$ cat config.mk
export PLATFORM = sky130hd
export DESIGN_NAME = sce_top
export DESIGN_NICKNAME = d
export VERILOG_FILES = /design/src/sce_pkg.sv /design/src/sce_disp.sv /design/src/sce_setup_chk.sv /design/src/sce_top.sv
export SDC_FILE = /design/constraint.sdc
export NUM_CORES = 1
export LEC_CHECK = 0
export ABC_AREA = 1
export BUFFER_PORTS_ARGS = -buffer_cell sky130_fd_sc_hd__buf_2
export CORE_ASPECT_RATIO = 0.9
export CORE_MARGIN = 2
export CORE_UTILIZATION = 46
export DETAILED_ROUTE_END_ITERATION = 7
export PLACE_DENSITY = 0.66
export REMOVE_ABC_BUFFERS = 1
export SYNTH_ARGS = -nofsm -noshare
export SYNTH_HDL_FRONTEND = slang
export SYNTH_SLANG_ARGS = --single-unit
$ cat constraint.sdc
create_clock -name sys_clk -period 16.3 [get_ports sys_clk]
set_input_delay 3.26 -clock sys_clk [delete_from_list [all_inputs] [get_ports sys_clk]]
set_output_delay 3.26 -clock sys_clk [all_outputs]
set_load 0.005 [all_outputs]
$ cat src/sce_pkg.sv
// Constants and helpers for the setup and communication error checker
// Function
// - Both sources on input one: code 1
// - Both sources on input two: code 2
// - Cooling output two conflicts output one: code 4
// - Unit mismatch with dependent sources: code 5
// - Unit mismatch with difference alarm: code 5
// - Output two alarm, alarm two none: code 6
// - Alarm two none drives no output two
// - Dwell timer on both alarms: code 7
// - Unsupported function code: reject, code 10
// - Address out of range: reject, code 11
// - Missing parameter: reject, code 12
// - Write read-only or protected: code 14
// - Write value out of range: code 15
package sce_pkg;
	// ==========================================
	// APB map
	localparam logic [7:0] OFS_SRC      = 8'h00;
	localparam logic [7:0] OFS_INP      = 8'h04;
	localparam logic [7:0] OFS_ALM      = 8'h08;
	localparam logic [7:0] OFS_PB       = 8'h0c;
	localparam logic [7:0] OFS_TI       = 8'h10;
	localparam logic [7:0] OFS_ERR      = 8'h14;
	localparam logic [7:0] OFS_INT_STAT = 8'h18;
	localparam logic [7:0] OFS_INT_EN   = 8'h1c;
	localparam logic [7:0] OFS_INT_CLR  = 8'h20;
	localparam int         INT_SETUP    = 0;
	localparam int         INT_COMM     = 1;
	// ==========================================
	// Setting encodings
	localparam logic [1:0] PV_IN1    = 2'h0;
	localparam logic [1:0] PV_IN2    = 2'h1;
	localparam logic [1:0] PV_D12    = 2'h2;
	localparam logic [1:0] PV_D21    = 2'h3;
	localparam logic [1:0] SP_LOCAL  = 2'h0;
	localparam logic [1:0] SP_IN1    = 2'h1;
	localparam logic [1:0] SP_IN2    = 2'h2;
	localparam logic [1:0] SEC_OFF   = 2'h0;
	localparam logic [1:0] SEC_COOL  = 2'h1;
	localparam logic [1:0] SEC_ALM2  = 2'h2;
	localparam logic [3:0] ALM_NONE  = 4'h0;
	localparam logic [3:0] ALM_TIMER = 4'h1;
	localparam logic [3:0] ALM_DH    = 4'h2;
	localparam logic [3:0] ALM_DL    = 4'h3;
	localparam logic [3:0] ALM_DDH   = 4'h4;
	localparam logic [3:0] ALM_DDL   = 4'h5;
	localparam logic [3:0] ALM_MAX   = 4'h9;
	// ==========================================
	// Error codes
	localparam logic [5:0] ERR_NONE  = 6'h00;
	localparam logic [5:0] ERR_IN1   = 6'h01;
	localparam logic [5:0] ERR_IN2   = 6'h02;
	localparam logic [5:0] ERR_DEP   = 6'h03;
	localparam logic [5:0] ERR_COOL  = 6'h04;
	localparam logic [5:0] ERR_UNIT  = 6'h05;
	localparam logic [5:0] ERR_ALM2  = 6'h06;
	localparam logic [5:0] ERR_DWELL = 6'h07;
	localparam logic [5:0] ERR_FUNC  = 6'h0a;
	localparam logic [5:0] ERR_ADDR  = 6'h0b;
	localparam logic [5:0] ERR_PARAM = 6'h0c;
	localparam logic [5:0] ERR_RO    = 6'h0e;
	localparam logic [5:0] ERR_VAL   = 6'h0f;
	// ==========================================
	// Host request map
	localparam logic [7:0]  FN_READ     = 8'h03;
	localparam logic [7:0]  FN_WRITE    = 8'h06;
	localparam logic [15:0] HOST_LIMIT  = 16'h0020;
	localparam logic [15:0] HOST_FIELDS = 16'h0010;
	localparam logic [15:0] HIDX_ERR    = 16'h000e;
	function automatic logic [15:0] sce_host_max(input logic [3:0] idx);
		case (idx)
			4'h0: sce_host_max = 16'h0003;
			4'h1: sce_host_max = 16'h0002;
			4'h2: sce_host_max = 16'h0001;
			4'h3: sce_host_max = 16'h0002;
			4'h8, 4'h9: sce_host_max = {12'h000, ALM_MAX};
			4'ha, 4'hb, 4'hc, 4'hd: sce_host_max = 16'hffff;
			default: sce_host_max = 16'h0003;
		endcase
	endfunction
endpackage

$ cat src/sce_disp.sv
// Error code to display digits
`timescale 1ns/100ps
`default_nettype none
module sce_disp
	import sce_pkg::*;
(
	input  wire logic [5:0] code,
	output logic            prefix_on,
	output logic      [3:0] tens,
	output logic      [3:0] units
);
	always_comb begin
		prefix_on = (code != ERR_NONE);
		if (code >= 6'd10) begin
			tens  = 4'h1;
			units = 4'(code - 6'd10);
		end else begin
			tens  = 4'h0;
			units = code[3:0];
		end
	end
endmodule
`default_nettype wire

$ cat src/sce_setup_chk.sv
// Setup consistency checks, lowest active code first
`timescale 1ns/100ps
`default_nettype none
module sce_setup_chk
	import sce_pkg::*;
(
	input  wire logic [1:0]  pv_src,
	input  wire logic [1:0]  sp_src,
	input  wire logic        direct_act,
	input  wire logic [1:0]  sec_out,
	input  wire logic [1:0]  in1_unit,
	input  wire logic [1:0]  in2_unit,
	input  wire logic [1:0]  dp_one,
	input  wire logic [1:0]  dp_two,
	input  wire logic [3:0]  alm1_fn,
	input  wire logic [3:0]  alm2_fn,
	input  wire logic [15:0] pba,
	input  wire logic [15:0] pbb,
	input  wire logic [15:0] tia,
	input  wire logic [15:0] tib,
	output logic      [5:0]  code
);
	logic pv_diff;
	logic sp_inp;
	logic mism;
	logic no_pid;
	logic alm_diff;
	always_comb begin
		pv_diff  = (pv_src == PV_D12) || (pv_src == PV_D21);
		sp_inp   = (sp_src == SP_IN1) || (sp_src == SP_IN2);
		mism     = (in1_unit != in2_unit) || (dp_one != dp_two);
		no_pid   = ((pba == 16'h0000) || (pbb == 16'h0000)) && ((tia == 16'h0000) || (tib == 16'h0000));
		alm_diff = (alm1_fn inside {ALM_DH, ALM_DL, ALM_DDH, ALM_DDL})
			|| (alm2_fn inside {ALM_DH, ALM_DL, ALM_DDH, ALM_DDL});
		// Priority chain keeps the lowest code
		if (pv_src == PV_IN1 && sp_src == SP_IN1) code = ERR_IN1;
		else if (pv_src == PV_IN2 && sp_src == SP_IN2) code = ERR_IN2;
		else if (pv_diff && sp_inp) code = ERR_DEP;
		else if (sec_out == SEC_COOL && (direct_act || no_pid)) code = ERR_COOL;
		else if (mism && (pv_diff || sp_inp || alm_diff)) code = ERR_UNIT;
		else if (sec_out == SEC_ALM2 && alm2_fn == ALM_NONE) code = ERR_ALM2;
		else if (alm1_fn == ALM_TIMER && alm2_fn == ALM_TIMER) code = ERR_DWELL;
		else code = ERR_NONE;
	end
endmodule
`default_nettype wire

$ cat src/sce_top.sv
// Setup and communication error checker with APB registers
//
// Chosen here: register access over APB and the placing of the registers.
`timescale 1ns/100ps
`default_nettype none
module sce_top
	import sce_pkg::*;
(
	input  wire logic        sys_clk,
	input  wire logic        rst,
	input  wire logic        psel,
	input  wire logic        penable,
	input  wire logic        pwrite,
	input  wire logic [7:0]  paddr,
	input  wire logic [31:0] pwdata,
	output logic      [31:0] prdata,
	output logic             pready,
	output logic             pslverr,
	input  wire logic        req_valid,
	input  wire logic [7:0]  req_func,
	input  wire logic [15:0] req_addr,
	input  wire logic [15:0] req_data,
	input  wire logic        setup_lock,
	output logic             rsp_valid,
	output logic      [5:0]  rsp_err,
	output logic      [15:0] rsp_data,
	input  wire logic        alarm_two_event,
	output logic             alarm_two_drive,
	output logic             disp_prefix_on,
	output logic      [3:0]  disp_tens,
	output logic      [3:0]  disp_units,
	output logic      [5:0]  err_code,
	output logic             irq
);
	typedef struct packed {
		logic [1:0]  pv_src;
		logic [1:0]  sp_src;
		logic        direct_act;
		logic [1:0]  sec_out;
		logic [1:0]  in1_unit;
		logic [1:0]  in2_unit;
		logic [1:0]  dp_one;
		logic [1:0]  dp_two;
		logic [3:0]  alm1_fn;
		logic [3:0]  alm2_fn;
		logic [15:0] pba;
		logic [15:0] pbb;
		logic [15:0] tia;
		logic [15:0] tib;
		logic [5:0]  setup_code;
		logic [5:0]  comm_code;
		logic [5:0]  shown_code;
		logic [1:0]  int_stat;
		logic [1:0]  int_en;
		logic        pready;
		logic        pslverr;
		logic [31:0] prdata;
		logic        rsp_valid;
		logic [5:0]  rsp_err;
		logic [15:0] rsp_data;
		logic        a2_drive;
		logic        disp_on;
		logic [3:0]  disp_tens;
		logic [3:0]  disp_units;
		logic        irq;
	} sce_state_t;

	sce_state_t state_r;
	sce_state_t state_nxt;
	logic [5:0]  chk_code;
	logic        dsp_on;
	logic [3:0]  dsp_tens;
	logic [3:0]  dsp_units;
	logic [31:0] rd_word;
	logic        rd_hit;
	logic        apb_fire;
	logic [5:0]  host_err;
	logic [15:0] host_rd;
	logic [3:0]  hidx;
	logic [1:0]  int_set;
	logic [1:0]  int_clr;

	// ==========================================
	// Submodules
	sce_setup_chk u_sce_setup_chk (
		.pv_src     (state_r.pv_src),
		.sp_src     (state_r.sp_src),
		.direct_act (state_r.direct_act),
		.sec_out    (state_r.sec_out),
		.in1_unit   (state_r.in1_unit),
		.in2_unit   (state_r.in2_unit),
		.dp_one     (state_r.dp_one),
		.dp_two     (state_r.dp_two),
		.alm1_fn    (state_r.alm1_fn),
		.alm2_fn    (state_r.alm2_fn),
		.pba        (state_r.pba),
		.pbb        (state_r.pbb),
		.tia        (state_r.tia),
		.tib        (state_r.tib),
		.code       (chk_code)
	);

	sce_disp u_sce_disp (
		.code      (state_r.shown_code),
		.prefix_on (dsp_on),
		.tens      (dsp_tens),
		.units     (dsp_units)
	);

	// ==========================================
	// APB read decode
	always_comb begin
		rd_hit  = 1'b1;
		rd_word = 32'h0000_0000;
		case (paddr)
			OFS_SRC: rd_word = {18'h0, state_r.sec_out, 3'h0, state_r.direct_act,
				2'h0, state_r.sp_src, 2'h0, state_r.pv_src};
			OFS_INP: rd_word = {18'h0, state_r.dp_two, 2'h0, state_r.dp_one, 2'h0,
				state_r.in2_unit, 2'h0, state_r.in1_unit};
			OFS_ALM: rd_word = {24'h0, state_r.alm2_fn, state_r.alm1_fn};
			OFS_PB: rd_word = {state_r.pbb, state_r.pba};
			OFS_TI: rd_word = {state_r.tib, state_r.tia};
			OFS_ERR: rd_word = {10'h0, state_r.comm_code, 2'h0, state_r.setup_code,
				2'h0, state_r.shown_code};
			OFS_INT_STAT: rd_word = {30'h0, state_r.int_stat};
			OFS_INT_EN: rd_word = {30'h0, state_r.int_en};
			OFS_INT_CLR: rd_word = 32'h0000_0000;
			default: rd_hit = 1'b0;
		endcase
	end

	// ==========================================
	// Host request checks
	always_comb begin
		hidx = req_addr[3:0];
		if (req_func != FN_READ && req_func != FN_WRITE) host_err = ERR_FUNC;
		else if (req_addr >= HOST_LIMIT) host_err = ERR_ADDR;
		else if (req_addr >= HOST_FIELDS) host_err = ERR_PARAM;
		else if (req_func == FN_WRITE && (req_addr >= HIDX_ERR || setup_lock)) host_err = ERR_RO;
		else if (req_func == FN_WRITE && req_data > sce_host_max(hidx)) host_err = ERR_VAL;
		else host_err = ERR_NONE;
		case (hidx)
			4'h0: host_rd = {14'h0, state_r.pv_src};
			4'h1: host_rd = {14'h0, state_r.sp_src};
			4'h2: host_rd = {15'h0, state_r.direct_act};
			4'h3: host_rd = {14'h0, state_r.sec_out};
			4'h4: host_rd = {14'h0, state_r.in1_unit};
			4'h5: host_rd = {14'h0, state_r.in2_unit};
			4'h6: host_rd = {14'h0, state_r.dp_one};
			4'h7: host_rd = {14'h0, state_r.dp_two};
			4'h8: host_rd = {12'h0, state_r.alm1_fn};
			4'h9: host_rd = {12'h0, state_r.alm2_fn};
			4'ha: host_rd = state_r.pba;
			4'hb: host_rd = state_r.pbb;
			4'hc: host_rd = state_r.tia;
			4'hd: host_rd = state_r.tib;
			4'he: host_rd = {10'h0, state_r.shown_code};
			default: host_rd = {14'h0, state_r.int_stat};
		endcase
	end

	// ==========================================
	// Next state
	always_comb begin
		state_nxt = state_r;
		apb_fire  = psel && penable && state_r.pready;
		int_clr   = 2'h0;
		int_set   = 2'h0;
		state_nxt.pready    = 1'b0;
		state_nxt.pslverr   = 1'b0;
		state_nxt.rsp_valid = 1'b0;
		if (psel && penable && !state_r.pready) begin
			state_nxt.pready  = 1'b1;
			state_nxt.pslverr = !rd_hit;
			state_nxt.prdata  = rd_word;
		end
		// Host requests; a rejected one changes no setting
		if (req_valid) begin
			state_nxt.rsp_valid = 1'b1;
			state_nxt.rsp_err   = host_err;
			state_nxt.rsp_data  = (host_err == ERR_NONE) ? host_rd : 16'h0000;
			state_nxt.comm_code = host_err;
			int_set[INT_COMM]   = (host_err != ERR_NONE);
			if (host_err == ERR_NONE && req_func == FN_WRITE) begin
				case (hidx)
					4'h0: state_nxt.pv_src = req_data[1:0];
					4'h1: state_nxt.sp_src = req_data[1:0];
					4'h2: state_nxt.direct_act = req_data[0];
					4'h3: state_nxt.sec_out = req_data[1:0];
					4'h4: state_nxt.in1_unit = req_data[1:0];
					4'h5: state_nxt.in2_unit = req_data[1:0];
					4'h6: state_nxt.dp_one = req_data[1:0];
					4'h7: state_nxt.dp_two = req_data[1:0];
					4'h8: state_nxt.alm1_fn = req_data[3:0];
					4'h9: state_nxt.alm2_fn = req_data[3:0];
					4'ha: state_nxt.pba = req_data;
					4'hb: state_nxt.pbb = req_data;
					4'hc: state_nxt.tia = req_data;
					4'hd: state_nxt.tib = req_data;
					default: state_nxt.pba = state_r.pba;
				endcase
			end
		end
		// APB writes, taking precedence over a same-cycle host write
		if (apb_fire && pwrite) begin
			case (paddr)
				OFS_SRC: begin
					state_nxt.pv_src     = pwdata[1:0];
					state_nxt.sp_src     = pwdata[5:4];
					state_nxt.direct_act = pwdata[8];
					state_nxt.sec_out    = pwdata[13:12];
				end
				OFS_INP: begin
					state_nxt.in1_unit = pwdata[1:0];
					state_nxt.in2_unit = pwdata[5:4];
					state_nxt.dp_one   = pwdata[9:8];
					state_nxt.dp_two   = pwdata[13:12];
				end
				OFS_ALM: begin
					state_nxt.alm1_fn = pwdata[3:0];
					state_nxt.alm2_fn = pwdata[7:4];
				end
				OFS_PB: begin
					state_nxt.pba = pwdata[15:0];
					state_nxt.pbb = pwdata[31:16];
				end
				OFS_TI: begin
					state_nxt.tia = pwdata[15:0];
					state_nxt.tib = pwdata[31:16];
				end
				OFS_INT_EN: state_nxt.int_en = pwdata[1:0];
				OFS_INT_CLR: int_clr = pwdata[1:0];
				default: state_nxt.int_en = state_r.int_en;
			endcase
		end
		// Setup code held while its cause stays
		state_nxt.setup_code = chk_code;
		int_set[INT_SETUP] = (chk_code != ERR_NONE) && (chk_code != state_r.setup_code);
		state_nxt.shown_code = (chk_code != ERR_NONE) ? chk_code : state_nxt.comm_code;
		// Set wins over clear
		state_nxt.int_stat = (state_r.int_stat & ~int_clr) | int_set;
		state_nxt.irq      = |(state_nxt.int_stat & state_nxt.int_en);
		state_nxt.a2_drive = alarm_two_event && state_r.sec_out == SEC_ALM2
			&& state_r.alm2_fn != ALM_NONE;
		state_nxt.disp_on    = dsp_on;
		state_nxt.disp_tens  = dsp_tens;
		state_nxt.disp_units = dsp_units;
	end

	always_ff @(posedge sys_clk or posedge rst) begin
		if (rst) begin
			state_r <= '0;
		end else begin
			state_r <= state_nxt;
		end
	end

	// ==========================================
	// Outputs
	assign prdata          = state_r.prdata;
	assign pready          = state_r.pready;
	assign pslverr         = state_r.pslverr;
	assign rsp_valid       = state_r.rsp_valid;
	assign rsp_err         = state_r.rsp_err;
	assign rsp_data        = state_r.rsp_data;
	assign alarm_two_drive = state_r.a2_drive;
	assign disp_prefix_on  = state_r.disp_on;
	assign disp_tens       = state_r.disp_tens;
	assign disp_units      = state_r.disp_units;
	assign err_code        = state_r.shown_code;
	assign irq             = state_r.irq;
endmodule
`default_nettype wire

==> key figures, run 1 <==
Setup path
  • Critical-path top delay cell: buf_4
  • Critical-path cell list: buf_2, inv_1, ha_1, nand2_1, ha_1, nand2_1, inv_1, nand3_1, nor2_1, a31oi_1, nand2_1, nand3_2, nor2_4, nand2_4, inv_2, buf_4, nand2_1, nand3_1, o21ai_0, inv_1
  • Crit path max fanout: 85
  • Worst r2r src: state_r[93]
  • Crit start category: input pin
  • Worst EP required: approximately 17 ns
  • Slowest Stage Delay on Critical Path: 0.70 ns
  • Most common cell on crit path: nand2_1
  • CP endpoint kind: flop
  • Setup crit start: req_addr[1]
  • Crit Path Class: in -> reg
  • Arrival time worst endpoint: around 7.3 ns
  • CP delay by family, top: simple AND/OR/NAND/NOR gates
  • CP bufs+invs: 6

CTS
  • Clock Latency Late Sink: 0.44 ns
  • Root Buffer: clkbuf_16
  • Post-cts sizing count: 0
  • # clock sinks: 169
  • H-tree levels: 4
  • Hold-fix buffers, CTS: 0
  • Post-CTS setup buffers: 0
  • Total CTS buffers: 17
  • Clk pin slew, worst setup/hold paths: approximately 0.070 ns
  • CTS tree: yes
  • Clock Tree Buf Depth: 2

Cells and area
  • Layout Utilization: 0.510
  • P&R area growth vs syn: 9.54%
  • Diodes inserted: 0
  • Fin nets: 1811
  • Final Instance Area: 12300 um^2
  • Layout cells sized above 1: 0.130

Global route
  • First-pass GRT wire length: 60.0 mm
  • GRT Total Usage: 0.303
  • Initial antenna violation count: 0
  • Vias in the first global route: 10300
  • Largest net degree at the start of global routing: just under 100
  • Grt ovf: 0

Timing
  • Relative slew slack: 0.179
  • Unrepaired setup endpoints after global routing: no
  • Final period util: 0.424
  • Final setup vio count: 0
  • Tmin final: 6.91 ns
  • Highest clock rate: 145 MHz
  • Slew @ Worst Pin: 1.23 ns
  • Worst Skew: 0.0102 ns
  • Fin. Hold Viols: 0
  • Setup Total Neg Slack: 0 ns
  • Slew Limit Fails: 0

Power and ir drop
  • Internal: between 0.7 and 0.8 mW
  • Clock power frac: 0.468
  • Flop pwr share: 0.446
  • Sw frac: 0.262
  • P_leak: approximately 6.8 nW
  • Switch Pwr: 0.252 mW
  • Worst vdd ir: 53.6 uV
  • Combinational power share: 0.086
  • Total power divided by cell area: 78.0 nW/um^2

Routing
  • Antenna-violating nets left: 0
  • WL/cell: 19.1 um
  • Final wirelength: 38.6 mm
  • DRC viols: 0
  • Drt initial violations: 1425
  • Vias/cell: 5.56
  • DR pass1 iterations: 6
  • Via count: 11200

Floorplanning
  • Core ar.: 24100 um^2
  • Initial Utilization: 0.465
  • # IOs: 162
  • Die H: 152 um
  • # rows: 54
  • Die span in x: 169 um
  • Die Area: between 20000 and 30000 um^2

Placed design
  • DP HPWL: roughly 27 mm
  • PortBufs: 156
  • Dpl cell area: 11700 um^2
  • Gpl congestion: 0.977

Yosys
  • Sequential share of the synthesized area: 0.377
  • Syn Inst Count: about 1600
  • Synth unique cells: 47
  • Syn avg cell area: 6.81 um^2
  • Post-synth EDFFs: 0
  • Yosys reg bits: about 170
  • Synth top cells by count: nand2_1 (497), inv_1 (214), dfrtp_1 (169)
  • Yosys warns: 0
  • Cell Area, Synth: approximately 11000 um^2
  • Area contributors post-synth: dfrtp_1 (38%), nand2_1 (17%), inv_1 (7.2%)
  • Main synth FF type: dfrtp_1
  • Yosys top cell area share: 0.377
  • Leading area contributor after synthesis: dfrtp_1
  • Top-count cell post-synth: nand2_1
  • Ys async rst share: 1.00

Flow run
  • Max-cap violations: 0

Status
  • Status: complete, no violations

Worst hold path
  • Hold_sp: err_code[0]
  • Tightest Hold Check Type: reg -> reg
==> registers in the layout (all words and copies together), names as in the netlist <==
name and cells:
alarm_two_drive 1, disp_prefix_on 1, disp_tens 1, disp_units 4, err_code 6, irq 1
prdata 32, pready 1, pslverr 1, rsp_data 16, rsp_err 4, rsp_valid 1
state_r 100
==> through the flow <==
stage	total power, mW	setup slack [ns]	hold slack (ns)	instances
floorplan	0.475	8.46	0.396	1513
finish	0.959	9.39	0.399	2022
global placement	0.516	9.21	0.384	1990
detailed placement	0.517	9.11	0.386	1990
global route	0.992	9.04	0.422	2022
CTS	0.964	9.55	0.402	2022
==> placed cells by master (no fill, tap or decap), drive strengths merged, types with 9 or more instances in the layout <==
| master | instances |
|---|---|
| nand2 | 498 |
| o21ai | 232 |
| inv | 227 |
| dfrtp | 169 |
| buf | 169 |
| nand3 | 117 |
| nor2 | 105 |
| o22ai | 34 |
| ha | 22 |
| a21oi | 21 |
| clkbuf | 17 |
| a221oi | 16 |
| o31ai | 15 |
| nor3 | 9 |
==> final timing paths <==
path,depth (start not counted),slack (ns),endpoint
max,20,9.39,state_r[176]
min,0,0.40,disp_units[0]
max reg2reg,16,13.92,err_code[0]
min reg2reg,0,0.40,disp_units[0]
max in group asynchronous,3,11.72,state_r[99]
min in group asynchronous,2,2.98,prdata[30]
==> cell families (layout without fill, tap and decap cells) <==
logic type	count (synthesis)	in the layout	share of synthesized area
AO/OA/AOI/OAI	341	341	0.171
XOR/XNOR	6	6	0.00468
adder cells (fa/ha/maj)	22	22	0.0245
buffers and inverters	362	423	0.150
flip-flops	169	169	0.377
other	1	5	0.000334
AND/OR/NAND/NOR	748	748	0.272
==> power by group through the flow <==
stage	registers, mW	logic, mW	clock network, mW
4_1_cts	0.427	0.0821	0.455
5_1_grt	0.428	0.0922	0.472
6_report	0.427	0.0828	0.449
3_3_place_gp	0.435	0.0804	0
3_5_place_dp	0.435	0.0817	0
2_1_floorplan	0.435	0.0401	0
==> layout make-up <==
class                           count  area [um^2]
Tap cell                          308          385
Clock buffer                       17          425
Inverter                          222          838
Multi-Input combinational cell   1122         5330
Timing Repair Buffer              169          878
Fill cell                        2448        11800
Clock inverter                     15          211
Sequential cell                   169         4230
==> routing by layer <==
layer / part of all wire / global-route usage / up-vias
met1: 0.44 / 0.433 / 5259
met5: 0 / 0 / -
met4: 0.027 / 0.0928 / 0
li1: - / - / 5354
met3: 0.094 / 0.0668 / 68
met2: 0.44 / 0.462 / 562
(Power assumes the default switching activity.)
==> run 2, diff against run 1 <==
Clock period 16.3 ns to 6.36 ns, I/O delays scaled along.
==> run 2 against run 1 <==
  * Critical path depth unchanged
  * Clock power up 150%
  * Total power rose to 2.5 times the previous value
  * Final cell count about the same
  * Utilization about the same
  * Sequential cell count unchanged
  * Sequential share of layout area about the same
  * Wire length up 0.38%
  * Combinational power rose to 2.6 times the previous value
  * Largest power group unchanged
==> key figures, run 2 (synthesized netlist as in run 1, its figures left out) <==
Status
  • Status: complete, no violations

Timing
  • Slew Limit Fails: 0
  • Final period util: 0.729
  • Setup Total Neg Slack: 0 ns
  • Fin. Hold Viols: 0
  • Final setup vio count: 0
  • Slew @ Worst Pin: 1.18 ns
  • Worst Skew: around 0.012 ns
  • Tmin final: 4.64 ns
  • Highest clock rate: between 200 and 250 MHz
  • Relative slew slack: 0.211
  • Unrepaired setup endpoints after global routing: no

Global route
  • First-pass GRT wire length: around 60 mm
  • Vias in the first global route: approximately 10000
  • Initial antenna violation count: 0
  • Largest net degree at the start of global routing: between 80 and 90
  • GRT Total Usage: 0.302
  • Grt ovf: 0

Flow run
  • Max-cap violations: 0

Cells and area
  • Commonest non-fill, non-tap cell in the layout: nand2_1
  • Most frequent cells in the layout: nand2_1 (497), inv_1 (213), dfrtp_1 (169), o21ai_0 (159), buf_2 (156)
  • # fillers: around 2500
  • Area of the multi-input gates: 5330 um^2
  • Diodes inserted: 0
  • Fin nets: 1813
  • Finished Layout Cells: 2023
  • Layout Utilization: 0.510
  • P&R area growth vs syn: 9.59%
  • Layout cells sized above 1: 0.129
  • FF+latch area: about 4200 um^2
  • Most flops, register: state_r
  • Largest register FFs: 100

Routing
  • WL/cell: 19.1 um
  • Via count: approximately 11000
  • DR pass1 iterations: 6
  • DRC viols: 0
  • Vias/cell: between 5 and 6
  • Final wirelength: 38.7 mm
  • Drt initial violations: about 1300
  • Antenna-violating nets left: 0

Setup path
  • Worst EP required: 6.75 ns
  • Most common cell on crit path: nand2_1
  • Critical-path top delay cell: buf_4
  • CP endpoint kind: flop
  • Crit path max fanout: 85
  • Crit Path Class: in -> reg
  • CP bufs+invs: 5
  • CP delay by family, top: simple AND/OR/NAND/NOR gates
  • Crit start category: input pin
  • Arrival time worst endpoint: ~5 ns
  • Critical-path cell list: buf_2, inv_1, ha_1, nand2_1, ha_1, nand2_1, inv_1, nand3_1, nor2_1, nand2_1, nand2_1, nand2_1, nand3_2, nor2_4, nand2_4, buf_4, nand2_1, nand3_1, o21ai_1, inv_1
  • Slowest Stage Delay on Critical Path: roughly 0.73 ns

Floorplanning
  • Die H: 152 um
  • Core ar.: around 24000 um^2
  • Die span in x: 169 um
  • Initial Utilization: 0.465
  • # IOs: 162
  • Die Area: 25700 um^2
  • # rows: 54

Power and ir drop
  • Worst vdd ir: 150 uV
  • P_leak: 6.75 nW
  • Total Power: 2.43 mW
  • Total power divided by cell area: 198 nW/um^2

Placed design
  • DP HPWL: 27.1 mm
  • Gpl congestion: 1.02
  • Placed Instances: roughly 2000
  • PortBufs: 156

CTS
  • Root Buffer: clkbuf_16
  • Post-cts sizing count: 0
  • Hold-fix buffers, CTS: 0
  • Clock Latency Late Sink: ~0.45 ns
  • Clk pin slew, worst setup/hold paths: 0.07 ns
  • # clock sinks: 169
  • Total CTS buffers: 17
  • Post-CTS setup buffers: 0
  • Clock Tree Buf Depth: 2
  • CTS tree: yes
  • H-tree levels: 4

Worst hold path
  • Tightest Hold Check Type: reg -> reg
## run 2: final timing paths
check	startpoint	to	slack (ns)	cells past startpoint
min reg2reg	err_code[0]	disp_units[0]	0.40	0
min	err_code[0]	disp_units[0]	0.40	0
min in group asynchronous	rst	prdata[24]	0.85	2
max reg2reg	pready	pslverr	3.84	5
max in group asynchronous	rst	prdata[8]	4.25	3
max	req_addr[1]	state_r[163]	1.72	20
## run 2: final cells by class
cell class                 instances  area share
clock buffer                      22      0.0386
clock inverter                     9      0.0114
inverter                         222      0.0682
multi-input combinational       1122       0.433
sequential                       169       0.344
tap                              308      0.0313
timing repair buffer             171      0.0737
## run 2: worst reg2reg max path, stage by stage, from the launching register on
cell and delay (ns):
dfrtp_1 0.40, nor2_2 0.10, buf_4 0.34, clkinv_1 0.72, buf_4 0.48, nor4_1 0.36
## run 2: through the flow
stage / instance area [um^2] / hold WS (ns) / setup slack (ns)
global route: 12300 / 0.420 / 1.40
floorplan: 10400 / 0.396 / 0.513
detailed placement: 11700 / 0.391 / 1.35
finish: 12300 / 0.401 / 1.72
CTS: 12300 / 0.407 / 1.78
global placement: 11700 / 0.384 / 1.48
## run 2: per-layer routing
layer / up-vias / track usage / wire (um)
li1: 5373 / - / -
met1: 5197 / 0.428 / 16700
met2: 579 / 0.456 / 17100
met3: 76 / 0.0738 / 3940
met4: 0 / 0.0989 / 1050
met5: - / 0 / 0
## run 2: where the power goes
part | leakage (nW) | switching (mW) | internal (mW)
logic | 4.15 | 0.155 | 0.0608
registers | 2.31 | 0.00920 | 1.09
clock network | 0.293 | 0.467 | 0.651
total | 6.75 | 0.632 | 1.80
